**config.mk**
```make
export PLATFORM = sky130hd
export DESIGN_NAME = scp_port
export DESIGN_NICKNAME = d
export VERILOG_FILES = /design/src/logic/scp_sync.v /design/src/logic/scp_filter.v /design/src/logic/scp_port.v
export VERILOG_INCLUDE_DIRS = /design/src /design/src/common
export SDC_FILE = /design/constraint.sdc
export NUM_CORES = 1
export LEC_CHECK = 0
export BUFFER_PORTS_ARGS = -buffer_cell sky130_fd_sc_hd__buf_4
export CAP_MARGIN = 10
export CORE_MARGIN = 1.5
export CORE_UTILIZATION = 40
export CTS_CLUSTER_SIZE = 10
export DETAILED_ROUTE_END_ITERATION = 8
export GPL_TIMING_DRIVEN = 0
export MAX_ROUTING_LAYER = met4
export PLACE_DENSITY = 0.6
export SLEW_MARGIN = 20
export SYNTH_ARGS = -nofsm -noshare
export SYNTH_HDL_FRONTEND = slang
export SYNTH_SLANG_ARGS = --single-unit
```
**constraint.sdc**
```tcl
create_clock -name i_core_clk -period 2.3 [get_ports i_core_clk]
set_input_delay 0.23 -clock i_core_clk [delete_from_list [all_inputs] [get_ports i_core_clk]]
set_output_delay 0.23 -clock i_core_clk [all_outputs]
set_load 0.05 [all_outputs]
```
**src/common/scp_consts.vh**
```
// Constants for the serial control and status port
`ifndef SCP_CONSTS_VH
`define SCP_CONSTS_VH

`define SCP_FRAME_BITS 16
`define SCP_CNT_W 5
`define SCP_CTL_RESET 16'h0000
`define SCP_ST_RESET 16'h8000

// Control word fields
`define SCP_CTL_STATUS_SEL 0
`define SCP_CTL_DRV_LO 1
`define SCP_CTL_DRV_HI 11
`define SCP_CTL_MON_LO 12
`define SCP_CTL_MON_HI 13
`define SCP_CTL_LOCKOUT 14
`define SCP_CTL_CLEAR 15
`define SCP_CTL_TEST_A_LO 5
`define SCP_CTL_TEST_A_HI 6
`define SCP_CTL_TEST_B_LO 7
`define SCP_CTL_TEST_B_HI 8

// Status word fields
`define SCP_ST_FAULT 0
`define SCP_ST_DRV_LO 1
`define SCP_ST_DRV_HI 11
`define SCP_ST_THERMAL 12
`define SCP_ST_VS_UNDER 13
`define SCP_ST_CP_OFF 13
`define SCP_ST_VS_OVER 14
`define SCP_ST_UNUSED 14
`define SCP_ST_ONE 15

// Driver count and stage count
`define SCP_NUM_DRV 11
`define SCP_NUM_STAGE 5

// Timing
`define SCP_CLK_MHZ 40
`define SCP_T_OC_US 10
`define SCP_T_OL_US 500
`define SCP_T_SET_US 200
`define SCP_OC_CYCLES (`SCP_T_OC_US * `SCP_CLK_MHZ)
`define SCP_OL_CYCLES (`SCP_T_OL_US * `SCP_CLK_MHZ)
`define SCP_OC_W 9
`define SCP_OL_W 15

`endif

```
**src/logic/scp_sync.v**
```verilog
// Three-stage pin synchroniser with agreement filter
`timescale 1ns/1ps
`default_nettype none

module scp_sync #(
  parameter W = 1
) (
  input wire i_core_clk,
  input wire i_reset,
  input wire [W-1:0] i_async,
  output reg [W-1:0] o_level
);

  reg [W-1:0] stage1;
  reg [W-1:0] stage2;
  reg [W-1:0] stage3;
  genvar g;

  generate
    for (g = 0; g < W; g = g + 1) begin : g_bit
      always @(posedge i_core_clk) begin
        if (i_reset) begin
          stage1[g] <= 1'b0;
          stage2[g] <= 1'b0;
          stage3[g] <= 1'b0;
          o_level[g] <= 1'b0;
        end else begin
          stage1[g] <= i_async[g];
          stage2[g] <= stage1[g];
          stage3[g] <= stage2[g];
          if (stage2[g] == stage3[g]) begin
            o_level[g] <= stage3[g];
          end
        end
      end
    end
  endgenerate

endmodule // scp_sync

`default_nettype wire

```
**src/logic/scp_filter.v**
```verilog
// Minimum-duration filter for a fault condition
`timescale 1ns/1ps
`default_nettype none

module scp_filter #(
  parameter CNT_W = 9,
  parameter [CNT_W-1:0] COUNT = 400
) (
  input wire i_core_clk,
  input wire i_reset,
  input wire i_level,
  output wire o_hit
);

  reg [CNT_W-1:0] cnt;

  // Counts while the condition holds, restarts when it drops
  always @(posedge i_core_clk) begin
    if (i_reset) begin
      cnt <= {CNT_W{1'b0}};
    end else if (!i_level) begin
      cnt <= {CNT_W{1'b0}};
    end else if (cnt != COUNT) begin
      cnt <= cnt + {{(CNT_W-1){1'b0}}, 1'b1};
    end
  end

  assign o_hit = i_level && (cnt == COUNT);

endmodule // scp_filter

`default_nettype wire

```
**src/logic/scp_port.v**
```verilog
// Serial control and status port with fault latching and driver gating
`timescale 1ns/1ps
`default_nettype none
`include "scp_consts.vh"

module scp_port #(
  parameter OC_W = `SCP_OC_W,
  parameter [OC_W-1:0] OC_CYCLES = `SCP_OC_CYCLES,
  parameter OL_W = `SCP_OL_W,
  parameter [OL_W-1:0] OL_CYCLES = `SCP_OL_CYCLES
) (
  input wire i_core_clk,
  input wire i_reset,
  input wire i_select_bar,
  input wire i_serial_clk,
  input wire i_serial_in_pin,
  output reg o_serial_out,
  output reg o_serial_out_oe_n,
  input wire i_test_mode,
  input wire [`SCP_NUM_DRV-1:0] i_overcurrent,
  input wire [`SCP_NUM_DRV-1:0] i_open_load,
  input wire i_vs_over,
  input wire i_vs_under,
  input wire i_thermal_shutdown,
  input wire i_thermal_warning,
  input wire i_chargepump_off,
  output reg [`SCP_NUM_DRV-1:0] o_driver_on,
  output reg o_stage_a_on,
  output reg o_stage_b_on,
  output reg o_standby,
  output reg [1:0] o_monitor_sel
);

  ////////////////////////////////////////////////////////////////////////////
  // Input synchronisation

  localparam SW = 3 + 1 + 2 * `SCP_NUM_DRV + 5;

  wire [SW-1:0] sync_level;
  wire sel_act_s;
  wire sel_s;
  wire sck_s;
  wire din_s;
  wire test_s;
  wire [`SCP_NUM_DRV-1:0] oc_s;
  wire [`SCP_NUM_DRV-1:0] ol_s;
  wire vs_over_s;
  wire vs_under_s;
  wire tsd_s;
  wire twarn_s;
  wire cp_off_s;

  // Select passes inverted so a cleared synchroniser reads as deselected
  scp_sync #(.W(SW)) u_sync (
    .i_core_clk(i_core_clk),
    .i_reset(i_reset),
    .i_async({~i_select_bar, i_serial_clk, i_serial_in_pin, i_test_mode,
              i_overcurrent, i_open_load, i_vs_over, i_vs_under,
              i_thermal_shutdown, i_thermal_warning, i_chargepump_off}),
    .o_level(sync_level)
  );

  assign {sel_act_s, sck_s, din_s, test_s, oc_s, ol_s, vs_over_s, vs_under_s,
          tsd_s, twarn_s, cp_off_s} = sync_level;
  assign sel_s = !sel_act_s;

  ////////////////////////////////////////////////////////////////////////////
  // Edge detection

  reg sel_d;
  reg sck_d;
  wire sel_fall;
  wire sel_rise;
  wire sck_rise;
  wire sck_fall;

  always @(posedge i_core_clk) begin
    if (i_reset) begin
      sel_d <= 1'b1;
      sck_d <= 1'b0;
    end else begin
      sel_d <= sel_s;
      sck_d <= sck_s;
    end
  end

  assign sel_fall = sel_d && !sel_s;
  assign sel_rise = !sel_d && sel_s;
  assign sck_rise = !sck_d && sck_s && !sel_s;
  assign sck_fall = sck_d && !sck_s && !sel_s;

  ////////////////////////////////////////////////////////////////////////////
  // Frame state machine

  localparam [2:0] ST_IDLE = 3'b001;
  localparam [2:0] ST_POLL = 3'b010;
  localparam [2:0] ST_XFER = 3'b100;

  reg [2:0] state;
  reg [2:0] next_state;
  reg [`SCP_CNT_W-1:0] bit_cnt;
  reg [`SCP_FRAME_BITS-1:0] in_sh;
  reg [`SCP_FRAME_BITS-1:0] out_sh;
  reg [`SCP_FRAME_BITS-1:0] ctrl;
  reg [`SCP_FRAME_BITS-1:0] stat0;
  reg [`SCP_FRAME_BITS-1:0] stat1;
  wire frame_full;
  wire frame_done;

  assign frame_full = (bit_cnt == `SCP_FRAME_BITS);
  assign frame_done = sel_rise && frame_full;

  always @* begin
    next_state = state;
    case (state)
      ST_IDLE: begin
        if (sel_fall) begin
          next_state = ST_POLL;
        end
      end
      ST_POLL: begin
        if (sel_rise) begin
          next_state = ST_IDLE;
        end else if (sck_rise) begin
          next_state = ST_XFER;
        end
      end
      ST_XFER: begin
        if (sel_rise) begin
          next_state = ST_IDLE;
        end
      end
      default: begin
        next_state = ST_IDLE;
      end
    endcase
  end

  always @(posedge i_core_clk) begin
    if (i_reset) begin
      state <= ST_IDLE;
    end else begin
      state <= next_state;
    end
  end

  ////////////////////////////////////////////////////////////////////////////
  // Input shifting and control word

  always @(posedge i_core_clk) begin
    if (i_reset) begin
      bit_cnt <= {`SCP_CNT_W{1'b0}};
      in_sh <= {`SCP_FRAME_BITS{1'b0}};
      ctrl <= `SCP_CTL_RESET;
    end else begin
      if (sel_rise) begin
        bit_cnt <= {`SCP_CNT_W{1'b0}};
        if (frame_full) begin
          ctrl <= in_sh;
        end
      end else if (sck_rise && !frame_full) begin
        in_sh <= {din_s, in_sh[`SCP_FRAME_BITS-1:1]};
        bit_cnt <= bit_cnt + 5'h01;
      end
    end
  end

  ////////////////////////////////////////////////////////////////////////////
  // Fault filtering

  wire [`SCP_NUM_DRV-1:0] oc_hit;
  wire [`SCP_NUM_DRV-1:0] ol_hit;
  genvar g;

  generate
    for (g = 0; g < `SCP_NUM_DRV; g = g + 1) begin : g_flt
      scp_filter #(.CNT_W(OC_W), .COUNT(OC_CYCLES)) u_oc (
        .i_core_clk(i_core_clk),
        .i_reset(i_reset),
        .i_level(oc_s[g]),
        .o_hit(oc_hit[g])
      );
      scp_filter #(.CNT_W(OL_W), .COUNT(OL_CYCLES)) u_ol (
        .i_core_clk(i_core_clk),
        .i_reset(i_reset),
        .i_level(ol_s[g]),
        .o_hit(ol_hit[g])
      );
    end
  endgenerate

  ////////////////////////////////////////////////////////////////////////////
  // Status registers

  wire standby;
  wire stat_clear;
  wire [`SCP_FRAME_BITS-1:0] set0;
  wire [`SCP_FRAME_BITS-1:0] set1;
  wire fault_free;
  reg [`SCP_FRAME_BITS-1:0] next_stat0;
  reg [`SCP_FRAME_BITS-1:0] next_stat1;

  assign standby = !ctrl[`SCP_CTL_MON_HI] && !ctrl[`SCP_CTL_MON_LO];
  assign stat_clear = (frame_done && in_sh[`SCP_CTL_CLEAR]) || standby;

  assign set0 = {1'b0, vs_over_s, vs_under_s, tsd_s, oc_hit, 1'b0};
  assign set1 = {1'b0, 1'b0, cp_off_s, twarn_s, ol_hit, 1'b0};

  // No-fault flag: low when any latched fault is present
  assign fault_free = !(|stat0[`SCP_ST_VS_OVER:`SCP_ST_DRV_LO] ||
                        |stat1[`SCP_ST_UNUSED:`SCP_ST_DRV_LO]);

  // Set wins over clear; bits hold until cleared
  always @* begin
    next_stat0 = (stat_clear ? {`SCP_FRAME_BITS{1'b0}} : stat0) | set0;
    next_stat1 = (stat_clear ? {`SCP_FRAME_BITS{1'b0}} : stat1) | set1;
    next_stat1[`SCP_ST_UNUSED] = 1'b0;
    next_stat0[`SCP_ST_ONE] = 1'b1;
    next_stat1[`SCP_ST_ONE] = 1'b1;
    next_stat0[`SCP_ST_FAULT] = 1'b0;
    next_stat1[`SCP_ST_FAULT] = 1'b0;
  end

  always @(posedge i_core_clk) begin
    if (i_reset) begin
      stat0 <= `SCP_ST_RESET;
      stat1 <= `SCP_ST_RESET;
    end else begin
      stat0 <= next_stat0;
      stat1 <= next_stat1;
    end
  end

  ////////////////////////////////////////////////////////////////////////////
  // Output shifting and serial output pin

  reg next_sout;

  always @(posedge i_core_clk) begin
    if (i_reset) begin
      out_sh <= {`SCP_FRAME_BITS{1'b0}};
    end else if (state == ST_POLL && sck_rise) begin
      if (din_s) begin
        out_sh <= {stat1[`SCP_FRAME_BITS-1:1], fault_free};
      end else begin
        out_sh <= {stat0[`SCP_FRAME_BITS-1:1], fault_free};
      end
    end else if (state == ST_XFER && sck_fall) begin
      out_sh <= {1'b0, out_sh[`SCP_FRAME_BITS-1:1]};
    end
  end

  always @* begin
    if (test_s) begin
      next_sout = sck_s || din_s;
    end else if (state == ST_XFER) begin
      next_sout = out_sh[0];
    end else begin
      next_sout = fault_free;
    end
  end

  always @(posedge i_core_clk) begin
    if (i_reset) begin
      o_serial_out <= 1'b0;
      o_serial_out_oe_n <= 1'b1;
    end else begin
      o_serial_out <= sel_s ? 1'b0 : next_sout;
      o_serial_out_oe_n <= sel_s;
    end
  end

  ////////////////////////////////////////////////////////////////////////////
  // Driver gating

  // Turns both drivers of a stage off when both are enabled
  function [1:0] stage_gate;
    input hs;
    input ls;
    begin
      stage_gate = (hs && ls) ? 2'b00 : {hs, ls};
    end
  endfunction

  wire vs_block;
  wire global_off;
  wire [`SCP_NUM_DRV-1:0] drv_req;
  wire [`SCP_NUM_DRV-1:0] drv_en;
  wire [`SCP_NUM_DRV-1:0] next_drv;
  wire pair_a;
  wire pair_b;

  assign vs_block = ctrl[`SCP_CTL_LOCKOUT] ?
                    (stat0[`SCP_ST_VS_OVER] || stat0[`SCP_ST_VS_UNDER]) :
                    (vs_over_s || vs_under_s);
  assign global_off = standby || vs_block || stat0[`SCP_ST_THERMAL];
  assign drv_req = ctrl[`SCP_CTL_DRV_HI:`SCP_CTL_DRV_LO];
  assign drv_en = drv_req & ~stat0[`SCP_ST_DRV_HI:`SCP_ST_DRV_LO] &
                  {`SCP_NUM_DRV{!global_off}};

  generate
    for (g = 0; g < `SCP_NUM_STAGE; g = g + 1) begin : g_stage
      assign next_drv[2*g+1:2*g] = stage_gate(drv_en[2*g+1], drv_en[2*g]);
    end
  endgenerate
  assign next_drv[`SCP_NUM_DRV-1] = drv_en[`SCP_NUM_DRV-1];

  assign pair_a = ctrl[`SCP_CTL_TEST_A_LO] && ctrl[`SCP_CTL_TEST_A_HI];
  assign pair_b = ctrl[`SCP_CTL_TEST_B_LO] && ctrl[`SCP_CTL_TEST_B_HI];

  always @(posedge i_core_clk) begin
    if (i_reset) begin
      o_driver_on <= {`SCP_NUM_DRV{1'b0}};
      o_stage_a_on <= 1'b1;
      o_stage_b_on <= 1'b1;
      o_standby <= 1'b1;
      o_monitor_sel <= 2'h0;
    end else begin
      o_driver_on <= next_drv;
      o_standby <= standby;
      o_monitor_sel <= ctrl[`SCP_CTL_MON_HI:`SCP_CTL_MON_LO];
      if (test_s && pair_a && pair_b) begin
        o_stage_a_on <= 1'b0;
        o_stage_b_on <= 1'b0;
      end else if (test_s && pair_a) begin
        o_stage_a_on <= 1'b1;
        o_stage_b_on <= 1'b0;
      end else if (test_s && pair_b) begin
        o_stage_a_on <= 1'b0;
        o_stage_b_on <= 1'b1;
      end else begin
        o_stage_a_on <= 1'b1;
        o_stage_b_on <= 1'b1;
      end
    end
  end

endmodule // scp_port

`default_nettype wire

```
-- Word-level counts from Yosys, hierarchy flattened
Index checks and enable logic that the tools add are counted.
- $add $sub $neg: 23
- equal/unequal tests: 82
- multiplexer cells: 18
- bitwise operators: 30
- reductions and logical operators: 95
- operators with widths (operator ; number):
    adder 15 x 1 -> 15 bit (second input constant) ; 11
    equality test 15 bit (second input constant) ; 11
    inequality test 15 bit (second input constant) ; 11
    adder 9 x 1 -> 9 bit (second input constant) ; 11
    equality test 9 bit (second input constant) ; 11
    inequality test 9 bit (second input constant) ; 11
    OR reduction 2 bit ; 29
    2-to-1 mux 16 bit ; 3
    logical AND 1 bit ; 44
    equality test 1 bit ; 31
    OR reduction 14 bit ; 2
    NOT 1 bit ; 25
    bitwise AND 11 bit ; 2
    2-to-1 mux 15 bit ; 1
    OR 15 bit ; 1
    2-to-1 mux 14 bit ; 1
    OR 14 bit ; 1
    2-to-1 mux 3 bit ; 4
    NOT 11 bit ; 1
    logical NOT 1 bit ; 9
    one-hot mux 3 bit (3 select lines) ; 1
    2-to-1 mux 1 bit ; 8
    logical OR 1 bit ; 7
    adder 5 x 1 -> 5 bit (second input constant) ; 1
    9 further kinds ; 11
- flip-flop bits (word level): 494
- bits of input ports: 33
- output and inout bits: 18
- logic and storage cells: 416

-- Depth between registers and ports, before layout
Gate-level depths: netlist of the first run.
- word-level depth: 8
- gate-level depth with buffers: 8
- gate-level depth less buffers: 6

-- Hierarchy
From an unflattened synthesis of the first run, not the netlist that was laid out.
- cells, all modules: 2248
- area total of the unflattened synthesis: 20867.5 µm²
- by module, submodules not included (module ; times used ; cells each ; area an instance (µm²) ; sequential area each (µm²)):
    scp_filter at g_flt[0].u_ol ... ; 11 ; 87 ; 774.5 ; 300.3
    scp_filter at g_flt[0].u_oc ... ; 11 ; 52 ; 446.7 ; 180.2
    scp_port ; 1 ; 396 ; 3861.2 ; 1981.9
    scp_sync ; 1 ; 323 ; 3573.4 ; 2482.4

-- Least setup slack after synthesis of the first run
OpenSTA, ideal clock, no wires.
- path kind: register to register
- start point: register bit_cnt[0]
- end point: register stat1[7]
- setup time: 77 ps
- data arrival time: 1745 ps
- data required time: 2223 ps
- slack: 479 ps
- stages on the path, launching flop included: 9
- path buffers: 2
- clock period less this slack: 1821 ps
- cells stage by stage: dfxtp_1 inv_1 ha_1 nor4bb_1 clkbuf_1 a311oi_1 clkbuf_1 nand2_1 o21ai_0
- cells in the longest elaborated chain, start to end: 6
- ends and longest elaborated chain (what ; RTL line ; text):
    start: declaration ; scp_port.v:101 ; reg [`SCP_CNT_W-1:0] bit_cnt;
    start signal: assignment ; scp_port.v:152 ; bit_cnt <= {`SCP_CNT_W{1'b0}};
    start signal: assignment ; scp_port.v:157 ; bit_cnt <= {`SCP_CNT_W{1'b0}};
    start signal: assignment ; scp_port.v:163 ; bit_cnt <= bit_cnt + 5'h01;
    equality test 5 bit (no source line) ; - ;
    logical AND 1 bit ; scp_port.v:111 ; assign frame_done = sel_rise && frame_full;
    logical AND 1 bit ; scp_port.v:204 ; assign stat_clear = (frame_done && in_sh[`SCP_CTL_CLEAR]) || standby;
    logical OR 1 bit ; scp_port.v:204 ;
    2-to-1 mux 14 bit ; scp_port.v:216 ; next_stat1 = (stat_clear ? {`SCP_FRAME_BITS{1'b0}} : stat1) | set1;
    OR 14 bit ; scp_port.v:216 ;
    end signal: assignment ; scp_port.v:227 ; stat1 <= `SCP_ST_RESET;
    end signal: assignment ; scp_port.v:230 ; stat1 <= next_stat1;
    end: declaration ; scp_port.v:106 ; reg [`SCP_FRAME_BITS-1:0] stat1;
No other way between the ends.
A chain may end at the register's enable or synchronous reset.

-- Final worst setup path of the first run
- start point: input i_reset
- end point: register g_flt[4].u_ol.cnt[11]
- cells in the longest elaborated chain, start to end: 1
- ends and longest elaborated chain (what ; RTL line ; text):
    start: declaration ; scp_port.v:13 ; input wire i_reset,
    OR reduction 2 bit (no source line) ; - ;
    end signal: assignment ; scp_filter.v:20 ; cnt <= {CNT_W{1'b0}};
    end signal: assignment ; scp_filter.v:22 ; cnt <= {CNT_W{1'b0}};
    end signal: assignment ; scp_filter.v:24 ; cnt <= cnt + {{(CNT_W-1){1'b0}}, 1'b1};
    end: declaration ; scp_filter.v:15 ; reg [CNT_W-1:0] cnt;
No other way between the ends.

==> results of run 1 <==
==> metrics by stage <==
stage	setup slack (ns)	hold WS, ns
2_1_floorplan	0.479	0.297
3_5_place_dp	-0.411	0.386
6_report	0.153	0.375
4_1_cts	0.000943	0.351
5_1_grt	0.0381	0.380
3_3_place_gp	-0.420	0.385
==> worst max-delay path: stages <==
cell      delay, ns
clkbuf_1       0.59
inv_1          0.29
buf_1          0.52
nand2_1        0.43
clkbuf_1       0.42
nor2_1         0.10
==> layer usage <==
layer  GRT usage (%)  up-vias  wire length, um  part of all wire, %
met5               -        -                0                    0
met4            5.55        0              939                  2.3
met3            2.53       62             1290                  3.2
met2            27.2      163            18700                   46
met1            21.0     6957            19300                   48
li1                -     7598                -                    -
==> worst paths after layout <==
kind / startpoint / end / cells past startpoint
max: i_reset / g_flt[4].u_ol.cnt[11] / 6
min: i_select_bar / u_sync.stage1[30] / 3
max reg2reg: bit_cnt[0] / stat1[7] / 8
min reg2reg: ctrl[7] / o_stage_a_on / 1
==> power by group through the flow <==
| stage | logic [W] | registers, W | clock network (W) |
|---|---|---|---|
| CTS | 0.000248 | 0.00853 | 0.00793 |
| global route | 0.000267 | 0.00854 | 0.00824 |
| finish | 0.000242 | 0.00854 | 0.00768 |
| floorplan | 0.000107 | 0.00871 | 0 |
| global placement | 0.000202 | 0.00871 | 0 |
| detailed placement | 0.000205 | 0.00871 | 0 |
==> area by class of cell <==
| type | count | area [um2] | area share [%] |
|---|---|---|---|
| flip-flops and latches | 487 | 9750 | 43.6 |
| well taps | 615 | 769 | 3.44 |
| diodes | 2 | 5.00 | 0.0224 |
| clock inverters | 2 | 10.0 | 0.0447 |
| inverters | 74 | 278 | 1.24 |
| plain buffers | 64 | 254 | 1.14 |
| clock buffers | 70 | 1520 | 6.77 |
| repair buffers | 80 | 678 | 3.03 |
| multi-input cells | 1510 | 9120 | 40.7 |
==> repair_timing <==
action                                 4_1_cts  5_1_grt
endpoints found under the hold margin       31        0
hold buffers                                31        0
setup endpoints to repair                   20       42
buffers inserted                             0        0
resized for setup                            3        7
==> flip-flops by register name (all words and copies together), names as in the netlist, 11 cells and up <==
name            cells
ctrl               14
out_sh             16
u_sync.stage1      31
u_sync.stage2      31
in_sh              15
g_flt.u_ol.cnt    165
u_sync.stage3      31
g_flt.u_oc.cnt     99
stat0              14
o_driver_on        11
stat1              13
u_sync.o_level     31
==> Yosys cell counts, drive strengths merged, types with 10 or more instances <==
cell type  count  area (um2)
mux2i         36         360
inv           74         278
and4          16         143
and3          31         194
nand3        126         631
a21oi        142         711
xor2          98         858
nor4bb        16         160
buf           14        60.1
nor3b         10        75.1
nand4         70         438
nor4          42         263
ha            46         576
o221a         13         146
o21ai         96         480
clkbuf        50         188
nor2         247         927
nand2b        21         131
nor2b        102         638
nand3b        25         188
nand2        173         649
nor3          26         130
or3           40         250
xnor2         86         753
dfxtp        487        9750
==> cells by family (layout without fill, tap and decap cells) <==
group	after synthesis	after routing
and+or+nand+nor	975	975
DFF	487	487
AOI/OAI and AO/OA	266	266
xor gates and xnor gates	184	184
buffers and inverters	138	290
adders and majority gates	46	46
muxes	39	39
other	0	2
==> metrics.txt, run 1 <==
main combinational cell family by area after synthesis simple AND/OR/NAND/NOR gates; type of origin of the critical path primary input; CTS Buf Count 56; Slew Viols, Final 0; HPWL Detailed 27,700 um; Worst Skew 0.0136 ns; area grow syn2layout 15.5%; Int Pwr 0.0131 W; fin nets around 2,400; GR Util All Layers 16.6%; unrepaired setup endpoints after global routing false; sequential share of power 51.9%; H-tree depth 2; min Tclk post-route 2.15 ns; final cell count without fillers 2,904; Mapped Area 19,400 um2; Post-Synth XOR/XNOR Area 8.32%; MaxCap Viol Count 0; die area 49,800 um2; Mean Syn Cell Area roughly 9.1 um2; power share of the clock group a little under half; Pre-antenna DRT Iters 5; 1st-iter DRT viols 829; die width 223 um; run status complete, no violations; switching share of power between 20% and 30%; Synth Area in Simple Gates 26.1%; cells after synthesis 2,135; placed instance area 20,500 um2; largest net degree at the start of global routing 14; boundary pin count 51; Post-Synth Adder-Cell Area 2.97%; sw power 0.00331 W; Routed WL 40,200 um; Fin. Hold Viols 0; DR vias 14,800; layout cell share with drive strength beyond 1 6.34%; Fillers about 4,500; vias in the first global route 14,000; antenna violations before repair 1; Critical Path Sink Type register; Post-Place Cells between 2,000 and 3,000; post-synthesis cell type count 47; Final ANT Viol Nets 0; flop-to-flop setup slack 0.16 ns; total power per unit cell area 735 nW/um2; grt ovf 0; Synth Area in Compound Gates between 7 and 8%; DRC 0; CP Max Fanout 10; TritonCTS clock tree yes; Initial Utilization about two fifths; Post-synth EDFFs 0; clock latency on the worst-skew pair slightly below 0.6 ns; Final Power 0.0165 W; Hold Path Class in -> reg; post-synthesis mux area share 2.03%; clock transition at the registers of the reported paths approximately 0.050 ns; sequential element share of the synthesized area 50.3%; CP required 2.75 ns; Wirelength per Cell 13.8 um; syn_nets 2,214; setup_tns 0 ns; most frequent cells in the layout 487 x dfxtp_1, 246 x nor2_1, 173 x nand2_1; # rows 80; period utilisation layout between 90% and 100%; Die Y between 200 and 250 um; Max Clock Freq 0.466 GHz; flops & latches, synth 487; Primary FF master, synth dfxtp_1; LEAKAGE 7.42 nW; Final Core Density between 40% and 50%; combinational group share of total power 1.5%; drt via density about 5.1; yosys warns 0; final instance area roughly 22,000 um2; Final setup viols 0; Slew headroom 31.2%; first-pass GRT wire length 67,100 um; clk root buf clkbuf_16; worst-margin pin slew 1.03 ns; CTS Buffer Depth 3; Placeable Area 47,700 um2; clk sinks 487; Critical Path AT 2.60 ns; maximum vdd drop 0.503 mV; CP Class in -> reg; ys async rst share 0%; most common cell after layout, fill and taps aside dfxtp_1; number of port buffers 49; GP Congestion 0.818
No activity file was read; power rests on OpenSTA's default activity.
==> inputs of run 2 (changes only) <==
- MAX_ROUTING_LAYER: met4 -> unset
- PLACE_DENSITY: 0.6 -> 0.67
==> run 2 against run 1 <==
  * Via count increased by 0.46%
  * Critical endpoint is now g_flt[4].u_ol.cnt[3]
  * First-iteration DRC count down 8.3%
  * Clock-buffer cell count down 7
  * Clock skew grew 0.0014 ns
  * Register-to-register slack gained 0.09 ns
  * Largest cell class unchanged
  * Routed wire length fell by 0.43%
  * Worst hold slack improved by 0.025 ns
  * Sequential cell count did not move
==> metrics.txt, run 2 (same netlist as run 1, synthesis figures left out) <==
Critical Path AT 2.56 ns (-0.04 ns); GR Util All Layers 16.0% (-0.64 points); drt via density 5.13 (+0.74%); most frequent cells in the layout 487 x dfxtp_1, 246 x nor2_1, 173 x nand2_1; Post-CTS Setup Bufs 0 (unchanged); min Tclk post-route 2.11 ns (-0.0358 ns); max FFs per register 165 (unchanged); HP Start i_open_load[9]; fin nets 2,351 (-0.043%); CP required 2.75 ns (about the same); most flop-heavy register g_flt.u_ol.cnt; type of origin of the critical path primary input; flop-to-flop setup slack 0.25 ns (+0.09 ns); DRC 0 (unchanged); Wirelength per Cell 13.8 um (-0.15%); Slew Viols, Final 0 (unchanged); R2R Path Start bit_cnt[0]; pre-CTS setup slack -0.424 ns (-0.0125 ns); run status complete, no violations; Worst Skew 0.0150 ns (+0.00141 ns); largest net degree at the start of global routing 14 (unchanged); clock latency on the worst-skew pair 0.59 ns (about the same); layout cell share with drive strength beyond 1 6.19% (-0.15 points); CTS Buf Count 55 (-1.8%); clk sinks 487 (unchanged); vias in the first global route 14,300 (+2.4%); total power per unit cell area 729 nW/um2 (-0.88%); Placeable Area 47,700 um2 (unchanged); Die Y 223 um (unchanged); DR vias 14,800 (+0.46%); r2r endpoint stat0[7]; Critical Path Sink Type register; 1st-iter DRT viols 760 (-8.3%); area grow syn2layout 15.2%; # rows 80 (unchanged); Pre-antenna DRT Iters 5 (unchanged); CP Max Fanout 10 (unchanged); number of port buffers 49 (unchanged); Routed WL 40,000 um (-0.43%); Final ANT Viol Nets 0 (unchanged); PnR worst setup slack 0.189 ns (+0.0358 ns); TritonCTS clock tree yes; MaxCap Viol Count 0 (unchanged); die width 223 um (unchanged); most common cell after layout, fill and taps aside dfxtp_1; grt ovf 0 (unchanged); H-tree depth 2 (unchanged); LEAKAGE 7.39 nW (-0.41%); die area 49,800 um2 (unchanged); Hold EP u_sync.stage1[14]; GP Congestion 0.825 (+0.83%); Fillers 4,423 (-1.9%); Hold Path Class in -> reg; CP Class in -> reg; Final Power 0.0163 W (-1.1%); CTS Buffer Depth 3 (unchanged); Slew headroom 30.3% (-0.91 points); worst hold stages 3 (unchanged); first-pass GRT wire length 67,000 um (about the same); HPWL Detailed 27,800 um (+0.56%); top flop regs g_flt.u_ol.cnt: 165 flops, g_flt.u_oc.cnt: 99 flops; worst-margin pin slew 1.05 ns (+0.0137 ns); boundary pin count 51 (unchanged); antenna violations before repair 3 (+2); Max Clock Freq 0.474 GHz (+1.7%); maximum vdd drop 0.499 mV (-0.79%); period utilisation layout 91.8% (-1.6 points); FF-to-FF path depth 8 (unchanged); Initial Utilization 40.6% (unchanged); clock transition at the registers of the reported paths 0.05 ns (about the same); Fin. Hold Viols 0 (unchanged); Final setup viols 0 (unchanged); clk root buf clkbuf_16
## run 2: cell count changes in the layout (fill, tap and decap cells not counted), sizes merged
cell    before  now
buf         64   65
clkbuf     119  111
clkinv       2    1
## run 2: what timing repair did
item	4_1_cts	5_1_grt
hold buffers	31	0
setup endpoints to repair	20	34
gates resized for setup	3	10
hold endpoints to repair	31	0
## run 2: area by class of cell
cell class                      count  area (um2)  share of cell area, %
Sequential cell                   487        9750                   43.7
Buffer                             64         256                   1.15
Clock inverter                      1        8.76                 0.0392
Clock buffer                       63        1460                   6.54
Multi-Input combinational cell   1510        9120                   40.8
Antenna cell                        2        5.00                 0.0224
Tap cell                          615         769                   3.45
Timing Repair Buffer               80         678                   3.04
Inverter                           74         278                   1.24
## run 2: worst max path at each step
stage / from / end / slack (ns) / cells past startpoint
floorplan: bit_cnt[0] / stat1[7] / 0.48 / 8
global placement: bit_cnt[0] / stat1[7] / -0.38 / 8
detailed placement: i_reset / g_flt[4].u_ol.cnt[3] / -0.42 / 6
CTS: bit_cnt[0] / in_sh[15] / 0.05 / 8
global route: i_reset / g_flt[4].u_ol.cnt[3] / -0.005 / 6
finish: i_reset / g_flt[4].u_ol.cnt[3] / 0.19 / 6
## run 2: per-stage QoR
stage               cell area, um2  setup TNS (ns)  hold slack, ns  util, %  cells
floorplan                    19400               0           0.297        -   2135
global placement             20500          -35.11           0.389     43.0   2799
detailed placement           20500          -39.34           0.388     43.0   2799
CTS                          22300               0           0.359     46.7   2894
global route                 22300        -0.00814           0.385     46.8   2896
finish                       22300               0           0.400     46.8   2896
## run 2: report_power, final
| part | total (W) | internal [W] | leakage, nW | switching [W] |
|---|---|---|---|---|
| Combinational | 0.000240 | 0.000118 | 2.73 | 0.000122 |
| Sequential | 0.00854 | 0.00851 | 3.94 | 0.0000252 |
| Clock | 0.00749 | 0.00438 | 0.720 | 0.00312 |
## run 2: critical path, stage by stage
cell      delay [ns]
clkbuf_1        0.53
inv_1           0.29
buf_1           0.52
nand2_1         0.45
clkbuf_1        0.41
nor2_1          0.11
## run 2: metal layers
layer	global-route usage, %	part of all wire (%)
met5	0	0
met1	20.1	46
met2	27.6	48
met3	3.21	3.7
met4	4.65	2.1
==> inputs of run 3 (changes only) <==
- clock period: 2.3 -> 2.55 ns (I/O delays scaled with it)
==> run 3 against run 2 <==
  * Setup slack improved by 0.12 ns
  * Sequential share of layout area about the same
  * Cell count is the same
  * Power down 9.9%
  * Final area about the same
  * Critical endpoint is now stat1[9]
  * First-iteration DRC count grew 7.1%
  * Via count is 0.13% higher
  * Clock-buffer cell count did not move
  * Critical path type is now reg -> reg
  * Largest cell class unchanged
  * Sequential power is 9.8% lower
  * Highest routed layer unchanged
==> metrics.txt, run 3 (same netlist as run 1, synthesis figures left out) <==
run status complete, no violations; HPWL Detailed 27,800 um (unchanged); most frequent cells in the layout 487 x dfxtp_1, 247 x nor2_1, 173 x nand2_1; Placeable Area 47,700 um2 (unchanged); top flop regs g_flt.u_ol.cnt: 165 flops, g_flt.u_oc.cnt: 99 flops; worst hold stages 3 (unchanged); Final setup viols 0 (unchanged); Routed WL 39,900 um (-0.13%); layout cell share with drive strength beyond 1 6.06% (-0.13 points); Critical Path Sink Type register; worst-margin pin slew 1.03 ns (-0.0110 ns); FF-to-FF path depth 8 (unchanged); Max Clock Freq 0.446 GHz; DRC 0 (unchanged); PnR worst setup slack 0.306 ns (+0.117 ns); switching share of power 20.0% (-0.043 points); number of port buffers 49 (unchanged); most common cell after layout, fill and taps aside dfxtp_1; sw power 0.00294 W (-10%); power share of the clock group 46.0% (about the same); Wirelength per Cell 13.8 um (-0.13%); Initial Utilization 40.6% (unchanged); boundary pin count 51 (unchanged); CP Class reg -> reg; Slew headroom 31.1% (+0.73 points); GR Util All Layers 16.0% (about the same); clock transition at the registers of the reported paths 0.06 ns (about the same); Final ANT Viol Nets 0 (unchanged); grt ovf 0 (unchanged); Hold Path Class in -> reg; Die Y 223 um (unchanged); MaxCap Viol Count 0 (unchanged); die area 49,800 um2 (unchanged); Worst Skew 0.0118 ns (-0.00319 ns); Critical Path AT 2.73 ns (+0.17 ns); vias in the first global route 14,300 (+0.021%); maximum vdd drop 0.450 mV (-9.8%); DR vias 14,900 (+0.13%); H-tree depth 2 (unchanged); clk root buf clkbuf_16; Fin Hold WS 0.425 ns (+0.0254 ns); period utilisation layout approximately 90%; # rows 80 (unchanged); pre-CTS setup slack -0.199 ns (+0.225 ns); drt via density 5.13 (+0.13%); clk sinks 487 (unchanged); GP Congestion 0.825 (unchanged); area grow syn2layout 15.1% (about the same); die width 223 um (unchanged); min Tclk post-route approximately 2.2 ns; fin nets 2,351 (unchanged); largest net degree at the start of global routing 14 (unchanged); Slew Viols, Final 0 (unchanged); Pre-antenna DRT Iters 5 (unchanged); sequential share of power 52.5% (about the same); area occupied by multi-input gates 9110 um2 (about the same); Fin. Hold Viols 0 (unchanged); Reg area 9750 um2 (unchanged); combinational group share of total power 1.5% (about the same); Int Pwr 0.0117 W (-9.8%); first-pass GRT wire length 67,000 um (about the same); Fillers 4,426 (+0.068%); clock latency on the worst-skew pair 0.58 ns (about the same); unrepaired setup endpoints after global routing false; max FFs per register 165 (unchanged); CTS Buffer Depth 3 (unchanged); type of origin of the critical path register; Final Core Density 46.7% (about the same); antenna violations before repair 3 (unchanged); CTS Buf Count 55 (unchanged); CP Max Fanout 10 (unchanged); most flop-heavy register g_flt.u_ol.cnt; TritonCTS clock tree yes; LEAKAGE 7.38 nW (about the same); 1st-iter DRT viols 814 (+7.1%); CP required 3.04 ns (+0.29 ns); total power per unit cell area 657 nW/um2 (-9.8%)
==> run 3: changes by cell type in the layout (fill, tap and decap cells not counted) <==
cell / before / now
clkbuf_4: 1 / 0
nor2_2: 1 / 0
nor3_2: 1 / 0
buf_1: 9 / 8
clkbuf_2: 1 / 2
buf_4: 50 / 49
nor3_1: 25 / 26
nor2_1: 246 / 247
clkbuf_1: 51 / 53
==> run 3: metrics by stage <==
step / cell area (um2) / total power (W) / setup TNS, ns / instances
2_1_floorplan: 19400 / 0.00795 / 0 / 2135
3_3_place_gp: 20500 / 0.00804 / -6.21 / 2799
3_5_place_dp: 20500 / 0.00804 / -7.44 / 2799
4_1_cts: 22300 / 0.0149 / 0 / 2894
5_1_grt: 22300 / 0.0152 / 0 / 2896
6_report: 22300 / 0.0147 / 0 / 2896
==> run 3: worst max-delay path, stage by stage, from the launching register on <==
cell and delay [ns]:
dfxtp_1 0.40, inv_1 0.07, ha_1 0.18, nor4bb_1 0.13, clkbuf_1 0.23, a311oi_2 0.48
clkbuf_2 0.47, nand2_1 0.10, o21ai_0 0.09
==> run 3: metal layers <==
layer | GRT usage, % | up-vias | wire (um)
met4 | 4.65 | 0 | 828
met2 | 27.6 | 202 | 19100
met1 | 20.1 | 7025 | 18400
met5 | 0 | - | 0
li1 | - | 7588 | -
met3 | 3.21 | 52 | 1570
==> run 3: path summary, 6_finish.rpt <==
kind / start / slack (ns) / endpoint
max: bit_cnt[0] / 0.31 / stat1[9]
min: i_open_load[9] / 0.43 / u_sync.stage1[14]
max reg2reg: bit_cnt[0] / 0.31 / stat1[9]
min reg2reg: u_sync.stage1[12] / 0.43 / u_sync.stage2[12]
==> run 3: what timing repair did <==
action,4_1_cts,5_1_grt
hold endpoints to repair,31,0
endpoints found under the setup margin,20,17
setup buffers,0,0
hold buffers,31,0
resized for setup,2,1
==> run 3: cell type report <==
| class | instances | share of cell area, % |
|---|---|---|
| Antenna cell | 2 | 0.0224 |
| Sequential cell | 487 | 43.7 |
| Timing Repair Buffer | 80 | 3.04 |
| Clock inverter | 1 | 0.0393 |
| Multi-Input combinational cell | 1510 | 40.8 |
| Buffer | 64 | 1.12 |
| Inverter | 74 | 1.25 |
| Clock buffer | 63 | 6.54 |
| Tap cell | 615 | 3.45 |
==> run 3: power by group through the flow <==
| stage | combinational, W | clock [W] | sequential (W) |
|---|---|---|---|
| floorplan | 0.0000962 | 0 | 0.00785 |
| global placement | 0.000177 | 0 | 0.00786 |
| detailed placement | 0.000179 | 0 | 0.00786 |
| CTS | 0.000220 | 0.00696 | 0.00770 |
| global route | 0.000238 | 0.00724 | 0.00770 |
| finish | 0.000217 | 0.00675 | 0.00770 |
